## config.mk

```make
export PLATFORM = sky130hd
export DESIGN_NAME = valve_actuator_ctrl
export DESIGN_NICKNAME = d
export VERILOG_FILES = /design/src/logic/valve_pkg.sv /design/src/logic/diag_blinker.sv /design/src/logic/valve_actuator_ctrl.sv
export SDC_FILE = /design/constraint.sdc
export NUM_CORES = 1
export LEC_CHECK = 0
export ABC_AREA = 0
export BUFFER_PORTS_ARGS = -buffer_cell sky130_fd_sc_hd__clkbuf_2
export CAP_MARGIN = 40
export CELL_PAD_IN_SITES_DETAIL_PLACEMENT = 1
export CELL_PAD_IN_SITES_GLOBAL_PLACEMENT = 1
export CORE_MARGIN = 2
export CORE_UTILIZATION = 48
export CTS_BUF_LIST = sky130_fd_sc_hd__clkbuf_2
export CTS_CLUSTER_DIAMETER = 200
export CTS_CLUSTER_SIZE = 40
export DETAILED_ROUTE_END_ITERATION = 8
export PLACE_DENSITY_LB_ADDON = 0.15
export SLEW_MARGIN = 0
export SYNTH_ARGS = -nofsm -noshare
export SYNTH_HDL_FRONTEND = slang
export SYNTH_SLANG_ARGS = --single-unit
```

## constraint.sdc

```tcl
create_clock -name pclk -period 4.3 [get_ports pclk]
set_input_delay 0.43 -clock pclk [delete_from_list [all_inputs] [get_ports pclk]]
set_output_delay 0.43 -clock pclk [all_outputs]
set_load 0.01 [all_outputs]
```

## src/logic/valve_pkg.sv

```systemverilog
// Package: shared constants, types and register map of the valve actuator controller.
// Assumes a single 25 MHz clock; all long times are counted in millisecond ticks.
package valve_pkg;
   // Clock and time base
   localparam int unsigned CLK_HZ = 25_000_000;
   localparam int unsigned MS_CYCLES = CLK_HZ / 1000;
   // Times in milliseconds
   localparam logic [15:0] TRAVEL_TIMEOUT_MS = 16'd30000;
   localparam logic [15:0] SHUTOFF_TIMEOUT_MS = 16'd3000;
   localparam logic [15:0] FAULT_PULSE_MS = 16'd2000;
   localparam logic [15:0] GREEN_BLINK_MS = 16'd500;
   localparam logic [15:0] LONG_ON_MS = 16'd1000;
   localparam logic [15:0] SHORT_ON_MS = 16'd250;
   localparam logic [15:0] GAP_MS = 16'd400;
   localparam logic [15:0] PAUSE_MS = 16'd2000;
   // Clean open/close cycles needed to clear a recorded fault
   localparam logic [1:0] CLEAN_CYCLES = 2'd2;
   // APB byte offsets
   localparam logic [7:0] STATUS_OFS = 8'h00;
   localparam logic [7:0] MASK_OFS = 8'h04;
   localparam logic [7:0] FAULT_OFS = 8'h08;
   localparam logic [7:0] LIMIT_OFS = 8'h0C;
   // Reset values
   localparam logic [6:0] STATUS_RST = 7'h00;
   localparam logic [6:0] MASK_RST = 7'h00;
   localparam logic [7:0] LIMIT_RST = 8'h00;
   // Status bit positions
   localparam int ST_CLOSE_TO = 0;
   localparam int ST_CLOSE_STALL = 1;
   localparam int ST_SHUT_TO = 2;
   localparam int ST_OPEN_TO = 3;
   localparam int ST_OPEN_STALL = 4;
   localparam int ST_END_REACHED = 5;
   localparam int ST_FAULT_CLEARED = 6;

   typedef enum logic [2:0] {
      F_NONE = 3'b000,
      F_CLOSE_TO = 3'b001,
      F_CLOSE_STALL = 3'b010,
      F_SHUT_TO = 3'b011,
      F_OPEN_TO = 3'b100,
      F_OPEN_STALL = 3'b101
   } fault_t;

   typedef enum logic [2:0] {
      S_HOLD = 3'b000,
      S_OPENING = 3'b001,
      S_CLOSING = 3'b010,
      S_SEATING = 3'b011,
      S_FAULT = 3'b100
   } motion_t;

   // Configuration switches, position 1 to 4
   typedef struct packed {
      logic reserved;
      logic throttling;
      logic ball_valve;
      logic fail_open;
   } cfg_t;

   // Diagnostic blink code: long blinks then short blinks
   typedef struct packed {
      logic [1:0] longs;
      logic [1:0] shorts;
   } blink_code_t;
endpackage

```

## src/logic/diag_blinker.sv

```systemverilog
// Diagnostic LED blinker: shows long blinks, then short blinks, then a pause.
// Assumes ms_tick is a one-cycle enable from the same clock; code is steady.
`timescale 1ns/1ps
`default_nettype none
module diag_blinker (
   // Clock and reset
   input wire logic pclk,
   input wire logic presetn,
   // Timing and code
   input wire logic ms_tick,
   input wire valve_pkg::blink_code_t code,
   // LED
   output logic led
);
   import valve_pkg::*;

   typedef enum logic [2:0] {
      B_IDLE = 3'b000,
      B_LONG = 3'b001,
      B_SHORT = 3'b010,
      B_GAP = 3'b011,
      B_PAUSE = 3'b100
   } blink_t;

   blink_t st_q, st_d;
   logic [15:0] ms_q;
   logic [1:0] longs_q, shorts_q;
   logic [1:0] longs_d, shorts_d;
   logic [15:0] span;
   wire blank = (code.longs == 2'd0) && (code.shorts == 2'd0);
   wire span_done = ms_tick && (ms_q >= span - 16'd1);

   always_comb begin
      case (st_q)
         B_LONG: span = LONG_ON_MS;
         B_SHORT: span = SHORT_ON_MS;
         B_GAP: span = GAP_MS;
         B_PAUSE: span = PAUSE_MS;
         default: span = 16'd1;
      endcase
   end

   always_comb begin
      st_d = st_q;
      longs_d = longs_q;
      shorts_d = shorts_q;
      case (st_q)
         B_IDLE: begin
            if (!blank) begin
               longs_d = code.longs;
               shorts_d = code.shorts;
               st_d = (code.longs != 2'd0) ? B_LONG : B_SHORT;
            end
         end
         B_LONG: begin
            if (span_done) begin
               longs_d = longs_q - 2'd1;
               st_d = B_GAP;
            end
         end
         B_SHORT: begin
            if (span_done) begin
               shorts_d = shorts_q - 2'd1;
               st_d = B_GAP;
            end
         end
         B_GAP: begin
            if (span_done) begin
               if (longs_q != 2'd0) begin
                  st_d = B_LONG;
               end else if (shorts_q != 2'd0) begin
                  st_d = B_SHORT;
               end else begin
                  st_d = B_PAUSE;
               end
            end
         end
         B_PAUSE: begin
            if (span_done) begin
               st_d = B_IDLE;
            end
         end
         default: st_d = B_IDLE;
      endcase
      // A code going blank ends the sequence at once
      if (blank) begin
         st_d = B_IDLE;
      end
   end

   always_ff @(posedge pclk or negedge presetn) begin
      if (!presetn) begin
         st_q <= B_IDLE;
         ms_q <= 16'h0000;
         longs_q <= 2'd0;
         shorts_q <= 2'd0;
         led <= 1'b0;
      end else begin
         st_q <= st_d;
         longs_q <= longs_d;
         shorts_q <= shorts_d;
         ms_q <= (st_d != st_q) ? 16'h0000 : (ms_tick ? ms_q + 16'd1 : ms_q);
         led <= (st_d == B_LONG) || (st_d == B_SHORT);
      end
   end
endmodule
`default_nettype wire

```

## src/logic/valve_actuator_ctrl.sv

```systemverilog
// Valve actuator controller: motion, fault supervision, LEDs, fault output, APB registers.
// Assumes asynchronous pins for command, limits, overcurrent and switches; APB on pclk.
//
// Chosen here: the register offsets and register access over APB.
`timescale 1ns/1ps
`default_nettype none
module valve_actuator_ctrl #(
   parameter int unsigned MS_DIV = valve_pkg::MS_CYCLES
) (
   // Clock and reset
   input wire logic pclk,
   input wire logic presetn,
   // APB slave
   input wire logic psel,
   input wire logic penable,
   input wire logic pwrite,
   input wire logic [7:0] paddr,
   input wire logic [31:0] pwdata,
   output logic [31:0] prdata,
   output logic pready,
   output logic pslverr,
   output logic irq,
   // Field pins
   input wire logic command_input,
   input wire logic open_limit,
   input wire logic close_limit,
   input wire logic overcurrent,
   input wire valve_pkg::cfg_t cfg_sw,
   // Motor and current limit
   output logic motor_open,
   output logic motor_close,
   output logic close_limit_en,
   output logic [7:0] close_limit_da,
   // Indicators
   output logic fault_out,
   output logic red_led,
   output logic green_led,
   output logic diag_led
);
   import valve_pkg::*;

   // Two-stage synchronizers for all pins
   logic [7:0] sync1_q, sync2_q;
   wire [7:0] pins = {cfg_sw, overcurrent, close_limit, open_limit, command_input};
   always_ff @(posedge pclk or negedge presetn) begin
      if (!presetn) begin
         sync1_q <= 8'h00;
         sync2_q <= 8'h00;
      end else begin
         sync1_q <= pins;
         sync2_q <= sync1_q;
      end
   end
   wire cmd_s = sync2_q[0];
   wire open_lim_s = sync2_q[1];
   wire close_lim_s = sync2_q[2];
   wire oc_s = sync2_q[3];
   cfg_t cfg_s;
   assign cfg_s = sync2_q[7:4];
   // Reserved switch position drives no logic, only the fault register; the installer leaves it off.

   // Motion waits until the synchronizers hold real pin levels
   logic [1:0] warm_q;
   always_ff @(posedge pclk or negedge presetn) begin
      if (!presetn) begin
         warm_q <= 2'b00;
      end else begin
         warm_q <= {warm_q[0], 1'b1};
      end
   end
   wire live = warm_q[1];

   // Millisecond enable
   logic [$clog2(MS_DIV)-1:0] div_q;
   wire ms_tick = (div_q == ($clog2(MS_DIV))'(MS_DIV - 1));
   always_ff @(posedge pclk or negedge presetn) begin
      if (!presetn) begin
         div_q <= '0;
      end else begin
         div_q <= ms_tick ? '0 : div_q + 1'b1;
      end
   end

   // Target end: failsafe when command off, opposite when on
   logic force_fs_q;
   wire fs_open = cfg_s.fail_open;
   wire cmd_open = cmd_s ? !fs_open : fs_open;
   wire tgt_open = force_fs_q ? fs_open : cmd_open;

   // Motion state machine
   motion_t st_q, st_d;
   fault_t flt_d, cur_flt_q, last_flt_q;
   logic [15:0] ms_q;
   logic fault_tgt_q;
   wire tmo_travel = ms_tick && (ms_q >= TRAVEL_TIMEOUT_MS - 16'd1);
   wire tmo_shut = ms_tick && (ms_q >= SHUTOFF_TIMEOUT_MS - 16'd1);
   logic open_done, close_done;

   always_comb begin
      st_d = st_q;
      flt_d = F_NONE;
      open_done = 1'b0;
      close_done = 1'b0;
      case (st_q)
         S_HOLD: begin
            if (live && tgt_open && !open_lim_s) begin
               st_d = S_OPENING;
            end else if (live && !tgt_open && !close_lim_s) begin
               st_d = S_CLOSING;
            end
         end
         S_OPENING: begin
            if (!tgt_open) begin
               st_d = S_CLOSING;
            end else if (open_lim_s) begin
               st_d = S_HOLD;
               open_done = 1'b1;
            end else if (oc_s) begin
               flt_d = F_OPEN_STALL;
            end else if (tmo_travel) begin
               flt_d = F_OPEN_TO;
            end
         end
         S_CLOSING: begin
            if (tgt_open) begin
               st_d = S_OPENING;
            end else if (close_lim_s) begin
               // Only linear valves seat against torque
               st_d = cfg_s.ball_valve ? S_HOLD : S_SEATING;
               close_done = cfg_s.ball_valve;
            end else if (oc_s) begin
               flt_d = F_CLOSE_STALL;
            end else if (tmo_travel) begin
               flt_d = F_CLOSE_TO;
            end
         end
         S_SEATING: begin
            if (tgt_open) begin
               st_d = S_OPENING;
            end else if (oc_s) begin
               st_d = S_HOLD;
               close_done = 1'b1;
            end else if (tmo_shut) begin
               flt_d = F_SHUT_TO;
            end
         end
         S_FAULT: begin
            // Motor stays off until the target end changes
            if (tgt_open != fault_tgt_q) begin
               st_d = S_HOLD;
            end
         end
         default: st_d = S_HOLD;
      endcase
      if (flt_d != F_NONE) begin
         st_d = S_FAULT;
      end
   end
   wire new_fault = (flt_d != F_NONE);

   always_ff @(posedge pclk or negedge presetn) begin
      if (!presetn) begin
         st_q <= S_HOLD;
         ms_q <= 16'h0000;
         fault_tgt_q <= 1'b0;
         cur_flt_q <= F_NONE;
      end else begin
         st_q <= st_d;
         ms_q <= (st_d != st_q) ? 16'h0000 : (ms_tick ? ms_q + 16'd1 : ms_q);
         if (new_fault) begin
            fault_tgt_q <= tgt_open;
            cur_flt_q <= flt_d;
         end else if (st_d != S_FAULT) begin
            cur_flt_q <= F_NONE;
         end
      end
   end

   // Dump mode retreats to failsafe after a fault met travelling away from failsafe; throttling holds in place
   always_ff @(posedge pclk or negedge presetn) begin
      if (!presetn) begin
         force_fs_q <= 1'b0;
      end else if (new_fault && !cfg_s.throttling && (tgt_open != fs_open)) begin
         force_fs_q <= 1'b1;
      end else if (cmd_open == fs_open) begin
         force_fs_q <= 1'b0;
      end
   end

   // Fault record, cleared by clean open and close cycles
   logic saw_open_q, saw_close_q;
   logic [1:0] clean_q;
   wire cycle_done = (saw_open_q || open_done) && (saw_close_q || close_done);
   wire clear_rec = cycle_done && (clean_q == CLEAN_CYCLES - 2'd1) && (last_flt_q != F_NONE);
   always_ff @(posedge pclk or negedge presetn) begin
      if (!presetn) begin
         last_flt_q <= F_NONE;
         saw_open_q <= 1'b0;
         saw_close_q <= 1'b0;
         clean_q <= 2'd0;
      end else if (new_fault) begin
         last_flt_q <= flt_d;
         saw_open_q <= 1'b0;
         saw_close_q <= 1'b0;
         clean_q <= 2'd0;
      end else if (cycle_done) begin
         saw_open_q <= 1'b0;
         saw_close_q <= 1'b0;
         clean_q <= clear_rec ? 2'd0 : clean_q + 2'd1;
         if (clear_rec) begin
            last_flt_q <= F_NONE;
         end
      end else begin
         saw_open_q <= saw_open_q || open_done;
         saw_close_q <= saw_close_q || close_done;
      end
   end

   // Fault output, normally on, off for a fixed time per fault
   logic [15:0] pulse_q;
   always_ff @(posedge pclk or negedge presetn) begin
      if (!presetn) begin
         pulse_q <= 16'h0000;
         fault_out <= 1'b1;
      end else begin
         if (new_fault) begin
            pulse_q <= FAULT_PULSE_MS;
         end else if (ms_tick && pulse_q != 16'h0000) begin
            pulse_q <= pulse_q - 16'd1;
         end
         fault_out <= !(new_fault || (pulse_q != 16'h0000));
      end
   end

   // Indicators
   logic [15:0] gms_q;
   logic gblink_q;
   wire moving = (st_q == S_OPENING) || (st_q == S_CLOSING) || (st_q == S_SEATING);
   wire at_end = (st_q == S_HOLD) && (tgt_open ? open_lim_s : close_lim_s);
   wire red_d = (last_flt_q != F_NONE) && (cur_flt_q == F_NONE);
   fault_t shown_flt;
   assign shown_flt = red_d ? last_flt_q : cur_flt_q;
   blink_code_t code;
   always_comb begin
      case (shown_flt)
         F_CLOSE_TO: code = '{longs: 2'd1, shorts: 2'd1};
         F_CLOSE_STALL: code = '{longs: 2'd1, shorts: 2'd2};
         F_SHUT_TO: code = '{longs: 2'd1, shorts: 2'd3};
         F_OPEN_TO: code = '{longs: 2'd2, shorts: 2'd1};
         F_OPEN_STALL: code = '{longs: 2'd2, shorts: 2'd2};
         default: code = '{longs: 2'd0, shorts: 2'd0};
      endcase
   end
   always_ff @(posedge pclk or negedge presetn) begin
      if (!presetn) begin
         gms_q <= 16'h0000;
         gblink_q <= 1'b0;
         green_led <= 1'b0;
         red_led <= 1'b0;
         motor_open <= 1'b0;
         motor_close <= 1'b0;
      end else begin
         if (ms_tick) begin
            gms_q <= (gms_q >= GREEN_BLINK_MS - 16'd1) ? 16'h0000 : gms_q + 16'd1;
            gblink_q <= (gms_q >= GREEN_BLINK_MS - 16'd1) ? !gblink_q : gblink_q;
         end
         green_led <= moving ? gblink_q : at_end;
         red_led <= red_d;
         motor_open <= (st_d == S_OPENING);
         motor_close <= (st_d == S_CLOSING) || (st_d == S_SEATING);
      end
   end

   diag_blinker u_blink (
      .pclk(pclk),
      .presetn(presetn),
      .ms_tick(ms_tick),
      .code(code),
      .led(diag_led)
   );

   // APB registers, zero wait state
   logic [6:0] status_q, mask_q;
   logic [7:0] limit_q;
   wire acc = psel && penable;
   wire wr = acc && pwrite;
   wire rd = acc && !pwrite;
   wire hit_st = (paddr == STATUS_OFS);
   wire hit_mask = (paddr == MASK_OFS);
   wire hit_flt = (paddr == FAULT_OFS);
   wire hit_lim = (paddr == LIMIT_OFS);
   wire mapped = hit_st || hit_mask || hit_flt || hit_lim;
   wire [6:0] events = {clear_rec, open_done || close_done, flt_d == F_OPEN_STALL,
      flt_d == F_OPEN_TO, flt_d == F_SHUT_TO, flt_d == F_CLOSE_STALL, flt_d == F_CLOSE_TO};
   wire [31:0] flt_word = {14'h0000, clean_q, cfg_s, 1'b0, st_q,
      1'b0, last_flt_q, 1'b0, cur_flt_q};
   wire [31:0] rd_mux = hit_st ? {25'h0, status_q} :
      hit_mask ? {25'h0, mask_q} :
      hit_flt ? flt_word :
      hit_lim ? {24'h0, limit_q} : 32'h0000_0000;
   assign pready = 1'b1;
   assign pslverr = acc && !mapped;

   always_ff @(posedge pclk or negedge presetn) begin
      if (!presetn) begin
         status_q <= STATUS_RST;
         mask_q <= MASK_RST;
         limit_q <= LIMIT_RST;
         prdata <= 32'h0000_0000;
         irq <= 1'b0;
      end else begin
         // New events win over the read that clears
         status_q <= ((rd && hit_st) ? 7'h00 : status_q) | events;
         if (wr && hit_mask) begin
            mask_q <= pwdata[6:0];
         end
         if (wr && hit_lim) begin
            limit_q <= pwdata[7:0];
         end
         if (psel && !penable && !pwrite) begin
            prdata <= rd_mux;
         end
         irq <= |(status_q & mask_q);
      end
   end

   // Current limit only for linear valves, in every motion state; zero means no limit
   always_ff @(posedge pclk or negedge presetn) begin
      if (!presetn) begin
         close_limit_en <= 1'b0;
         close_limit_da <= 8'h00;
      end else begin
         close_limit_en <= !cfg_s.ball_valve && (limit_q != 8'h00);
         close_limit_da <= limit_q;
      end
   end
endmodule
`default_nettype wire

```

==> results of run 1 <==
-- power breakdown --
part	total (uW)	switching [uW]	internal [uW]
Clock	766	609	157
Sequential	1920	146	1780
Combinational	1100	678	419
-- worst paths after layout --
check                      cells after the start                               to  slack, ns                 startpoint
min                                            5            prdata[0]$_DFFE_PN0P_       0.08                   paddr[0]
max in group asynchronous                      4      close_limit_da[2]$_DFF_PN0_       3.10                    presetn
max reg2reg                                   12  u_blink.shorts_q[1]$_DFFE_PN0P_       0.64  u_blink.st_q[2]$_DFF_PN0_
min reg2reg                                    0              warm_q[1]$_DFF_PN0_       0.38        warm_q[0]$_DFF_PN0_
min in group asynchronous                      3           limit_q[3]$_DFFE_PN0P_       0.21                    presetn
max                                           12  u_blink.shorts_q[1]$_DFFE_PN0P_       0.64  u_blink.st_q[2]$_DFF_PN0_
-- cell families after synthesis --
kind of cell               share of synthesized area (%)
and+or+nand+nor                                     20.6
muxes                                               4.27
buffers and inverters                               3.72
DFF                                                 51.0
AOI/OAI and AO/OA                                   9.90
adders and majority gates                           3.47
xor gates and xnor gates                            6.92
other                                             0.0875
-- per-stage QoR --
stage	utilization (%)	worst slack [ns]	total power (uW)
final	54.7	0.642	3790
after global routing	54.7	0.404	4060
after CTS	54.7	0.663	3830
after detailed placement	52.4	0.701	3040
after global placement	52.2	0.789	2970
after floorplan	-	0.979	2730
-- flip-flops by register name, summed over array words and instances (netlist names), 2 cells and up --
signal and cells:
prdata 17, gms_q 16, ms_q 16, pulse_q 16, u_blink.ms_q 16, div_q 15
close_limit_da 8, limit_q 8, sync1_q 8, sync2_q 8, mask_q 7, status_q 7
cur_flt_q 3, last_flt_q 3, st_q 3, u_blink.st_q 3, clean_q 2, u_blink.longs_q 2
u_blink.shorts_q 2, warm_q 2
-- cell type report --
class,instances,area (um2),share of cell area [%]
clock buffers,17,85.1,0.892
well taps,225,282,2.95
clock inverters,15,113,1.18
repair buffers,96,639,6.71
inverters,19,71.3,0.748
multi-input cells,595,3960,41.6
flip-flops and latches,175,4380,45.9
diodes,1,2.50,0.0262
-- placed cells by master (no fill, tap or decap), types with 17 or more instances in the layout --
| master | n |
|---|---|
| dfrtp_1 | 174 |
| nor2_1 | 86 |
| clkbuf_2 | 78 |
| nand2_1 | 76 |
| xor2_1 | 39 |
| nand3_1 | 37 |
| xnor2_1 | 27 |
| a21oi_1 | 26 |
| o21ai_0 | 26 |
| ha_1 | 23 |
| nand4_1 | 20 |
| conb_1 | 20 |
| dlygate4sd3_1 | 20 |
| inv_1 | 19 |
| nor3_1 | 18 |
| and3_1 | 18 |
| mux2_2 | 17 |
-- worst reg2reg max path: stages, from the launching register on --
cell	delay, ns
dfrtp_1	0.55
inv_1	0.24
nor3_1	0.25
buf_4	0.19
nor2_1	0.05
ha_1	0.33
a21o_1	0.17
a21o_1	0.17
a211oi_1	0.51
o211ai_1	0.35
and3_1	0.27
o21ai_0	0.18
mux2_2	0.35
-- per-layer routing --
| metal | vias up | part of all wire [%] | wire length (um) |
|---|---|---|---|
| li1 | 3024 | - | - |
| met1 | 3254 | 44 | 8750 |
| met2 | 82 | 52 | 10500 |
| met3 | 20 | 2.4 | 485 |
| met4 | 0 | 1.4 | 286 |
| met5 | - | 0 | 0 |
-- what timing repair did --
action	in CTS	in global routing
endpoints found under the hold margin	125	0
setup buffers	0	0
hold buffers	20	0
==> results.yml, run 1 <==
routing:
  wl_per_cell_um: 17.5
  firstDrtPassIters: 4
  postRouteWirelength_um: 20000
  via_count: 6380
  antenna_left: 0
  drc: 0
  vias_per_cell: 5.58
  first_iter_violations: 305
grt:
  grt_overflow: 0
  grt-busiest-layer: "met2"
  grt_pass1_wl_um: 33900
  use_met1_pct: 28.1
  grt_antenna_before_repair: 1
  grt_max_degree: 95
  grt_pass1_vias: 6843
  grt_use_met3_pct: 3.83
  grt_use_total_pct: 22.7
  globalRouteMet2Util_pct: 40.8
cells_and_area:
  final_cell_area_mm2: 0.00954
  area.growth.synth_to_final_pct: 11.1
  drive_above_1_share_pct: 17.1
  fill_cells: 1985
  num-nets-final: 980
  stdcell_count: 1143
synthesis:
  ys.flop_type: "dfrtp_1"
  ys_warn_count: 0
  synth.distinct_cells: 73
  synth.largest_area_cell: "dfrtp_1"
  synth.most_common_cell: "dfrtp_1"
  synth_area_per_cell_um2: 10.5
  ys_ff_latch: 175
  synth.top_cell.area_share_pct: 50.7
  synth_cells: 814
  synth_edf_count: 0
  synth_common_cells: "dfrtp_1, nor2_1, nand2_1, xor2_1, nand3_1"
  ys_top_cells_by_area: "dfrtp_1, xor2_1, nor2_1"
  synthesis.area_mm2: 0.00859
  ys_seq_area_share_pct: 51.0
  async_reset_ff_share_pct: 100
worst_setup_path:
  critPathKind: "flip-flop to flip-flop"
  path_delay_family: "compound AO/OA/AOI/OAI gates"
  critical_path_buf_inv_count: 2
  required_ns: 4.96
  cp_slowest_stage_delay_ns: 0.55
  worstPathArrival_ns: 4.32
  crit_fanout: 11
  critPathSlowestCell: "dfrtp_1"
  crit_path_end_kind: "flip-flop"
  crit_chain: "inv_1 > nor3_1 > buf_4 > nor2_1 > ha_1 > a21o_1 > a21o_1 > a211oi_1 > o211ai_1 > and3_1 > o21ai_0 > mux2_2"
  path_common_cell: "a21o_1"
  start_kind: "flip-flop"
clock_network:
  cts_tree: "built"
  numCtsBuffers: 17
  cts.sinks: 175
  ctsResizeCount: 0
  cts_max_level: 4
  clk_pin_slew_ns: 0.26
  clk_path_buf_depth: 2
  insertion_delay_ns: 0.75
  cts-root-buf: "clkbuf_2"
min_path:
  hold_path.class: "input pin to flip-flop"
pwr:
  powerDensity_mw_per_mm2: 397
  p_leak_uw: 0.00452
  peakVddDrop_uv: 178
floorplan:
  fp.coreArea_mm2: 0.0174
  rows: 48
  die_y_um: 138
  num_io_pins: 103
  design.die.area_mm2: 0.0190
  die_w_um: 138
  start_util_pct: 49.3
placement:
  portBuffers: 62
  place_congestion: 0.820
  place_area_mm2: 0.00914
  hpwl_um: 14400
  dp.cells: 1090
run:
  drv_cap: 0
timing:
  fmax_ghz: 0.273
  slew_headroom_pct: 42.6
  fin_crit_ns: 3.66
  setup_viol: 0
  rsz0062_at_grt: "no"
  hold-worst-slack_ns: 0.0819
  period_share_pct: 85.1
  fin_skew_ns: 0.0306
  slew_violations: 0
  worstMarginPinSlew_ns: 0.855
  hold_viol_final: 0
  fin_tns_setup_ns: 0
status:
  outcome: "finished, final reports clean"
Power figures use the tool's default switching activity.
==> inputs of run 2 (changes only) <==
--- a/config.mk
+++ b/config.mk
@@ -16,7 +16,7 @@
 export CTS_CLUSTER_DIAMETER = 200
 export CTS_CLUSTER_SIZE = 40
 export DETAILED_ROUTE_END_ITERATION = 8
-export PLACE_DENSITY_LB_ADDON = 0.15
+export PLACE_DENSITY = 0.8
 export SLEW_MARGIN = 0
 export SYNTH_ARGS = -nofsm -noshare
 export SYNTH_HDL_FRONTEND = slang
==> run 2 against run 1 <==
  * Utilization about the same
  * Design area about the same
  * Sequential share of layout area about the same
  * Register-to-register slack worse by 0.03 ns
==> results.yml, run 2 (synthesis gave the netlist of run 1 again) <==
floorplan:
  die_w_um: 138
  fp.coreArea_mm2: 0.0174
  start_util_pct: 49.3
  num_io_pins: 103
  die_y_um: 138
  design.die.area_mm2: 0.0190
  rows: 48
pwr:
  powerDensity_mw_per_mm2: 406
  p_leak_uw: 0.00453
  peakVddDrop_uv: 197
cells_and_area:
  top_register: "prdata"
  fill_cells: 1953
  largest_register_ff_count: 17
  final_cell_mix: "dfrtp_1, nor2_1, clkbuf_2"
  multi_input_area_mm2: 0.00396
  num-nets-final: 976
  drive_above_1_share_pct: 17.0
  final_common_cell: "dfrtp_1"
  area.growth.synth_to_final_pct: 11.0
  regArea_mm2: 0.00438
routing:
  top_layer: "met4"
  met1_length_um: 8970
  routed-wl-met2_um: 10400
  postRouteWirelength_um: 20300
  vias_per_cell: 5.65
  antenna_left: 0
  drc: 0
  first_iter_violations: 434
  via_count: 6431
  wl_met3_um: 625
  wl_per_cell_um: 17.8
  firstDrtPassIters: 4
worst_setup_path:
  crit_fanout: 11
  crit_path_end_kind: "flip-flop"
  start_kind: "flip-flop"
  critPathKind: "flip-flop to flip-flop"
  required_ns: 4.97
  worstPathArrival_ns: 4.36
clock_network:
  cts.sinks: 175
  clk_path_buf_depth: 2
  numCtsBuffers: 17
  cts_tree: "built"
  ctsResizeCount: 0
  cts_max_level: 4
  clk_pin_slew_ns: 0.26
  cts-root-buf: "clkbuf_2"
  insertion_delay_ns: 0.74
timing:
  worstMarginPinSlew_ns: 0.906
  setup_viol: 0
  hold_viol_final: 0
  fin_tns_setup_ns: 0
  fin_crit_ns: 3.69
  slew_headroom_pct: 39.5
  slew_violations: 0
  fmax_ghz: 0.271
  period_share_pct: 85.8
  hold-worst-slack_ns: 0.0920
  rsz0062_at_grt: "no"
  fin_skew_ns: 0.0279
grt:
  grt_pass1_wl_um: 34900
  grt_use_total_pct: 23.4
  grt_pass1_vias: 6989
  grt_max_degree: 85
  grt_antenna_before_repair: 1
  grt_overflow: 0
placement:
  hpwl_um: 14600
  place_congestion: 0.850
  portBuffers: 62
run:
  drv_cap: 0
status:
  outcome: "finished, final reports clean"
min_path:
  hold_path.class: "input pin to flip-flop"
[run 2: area by class of cell]
type | count | area share (%)
sequential | 175 | 46.0
multi-input combinational | 595 | 41.6
timing repair buffer | 92 | 6.37
tap | 225 | 2.95
clock inverter | 14 | 1.39
clock buffer | 18 | 0.946
inverter | 19 | 0.749
antenna | 1 | 0.0263
[run 2: worst paths after layout]
| kind | startpoint | to | slack [ns] | depth (start not counted) |
|---|---|---|---|---|
| max in group asynchronous | presetn | fault_out$_DFF_PN1_ | 2.92 | 4 |
| worst max register to register | u_blink.st_q[2]$_DFF_PN0_ | u_blink.shorts_q[1]$_DFFE_PN0P_ | 0.61 | 12 |
| min in group asynchronous | presetn | close_limit_da[6]$_DFF_PN0_ | 0.60 | 3 |
| worst min-delay path | paddr[1] | prdata[6]$_DFFE_PN0P_ | 0.09 | 5 |
| worst max-delay path | u_blink.st_q[2]$_DFF_PN0_ | u_blink.shorts_q[1]$_DFFE_PN0P_ | 0.61 | 12 |
| worst min register to register | sync1_q[3]$_DFF_PN0_ | sync2_q[3]$_DFF_PN0_ | 0.39 | 0 |
[run 2: worst max-delay path, stage by stage, from the launching register on]
cell and delay (ns):
dfrtp_1 0.53, inv_1 0.22, nor3_1 0.26, buf_4 0.18
nor2_1 0.05, ha_1 0.32, a21o_1 0.17, a21o_1 0.17
a211oi_1 0.54, o211ai_1 0.36, and3_1 0.27, o21ai_0 0.20
mux2_2 0.36
[run 2: power breakdown]
group | switching, uW | total [uW] | leakage [uW] | internal [uW]
registers | 164 | 1940 | 0.00229 | 1780
logic | 667 | 1080 | 0.00209 | 414
clock network | 619 | 844 | 0.000141 | 226
total | 1450 | 3870 | 0.00453 | 2420
[run 2: repair_timing]
action                                 4_1_cts  5_1_grt
endpoints found under the hold margin      197       17
setup buffers                                0        0
hold buffers                                17        1
[run 2: per-layer routing]
| metal | up-vias | GRT usage [%] |
|---|---|---|
| li1 | 3028 | - |
| met1 | 3283 | 29.6 |
| met2 | 96 | 41.5 |
| met3 | 24 | 4.19 |
| met4 | 0 | 6.18 |
| met5 | - | 0 |
[run 2: through the flow]
step | instances | worst slack (ns) | utilization (%) | power, uW | area [um2]
4_1_cts | 1137 | 0.595 | 54.6 | 3890 | 9520
3_5_place_dp | 1088 | 0.635 | 52.4 | 3030 | 9120
5_1_grt | 1139 | 0.246 | 54.7 | 4130 | 9530
6_report | 1139 | 0.609 | 54.7 | 3870 | 9530
2_1_floorplan | 832 | 0.979 | - | 2730 | 8650
3_3_place_gp | 1086 | 0.805 | 52.2 | 2950 | 9090
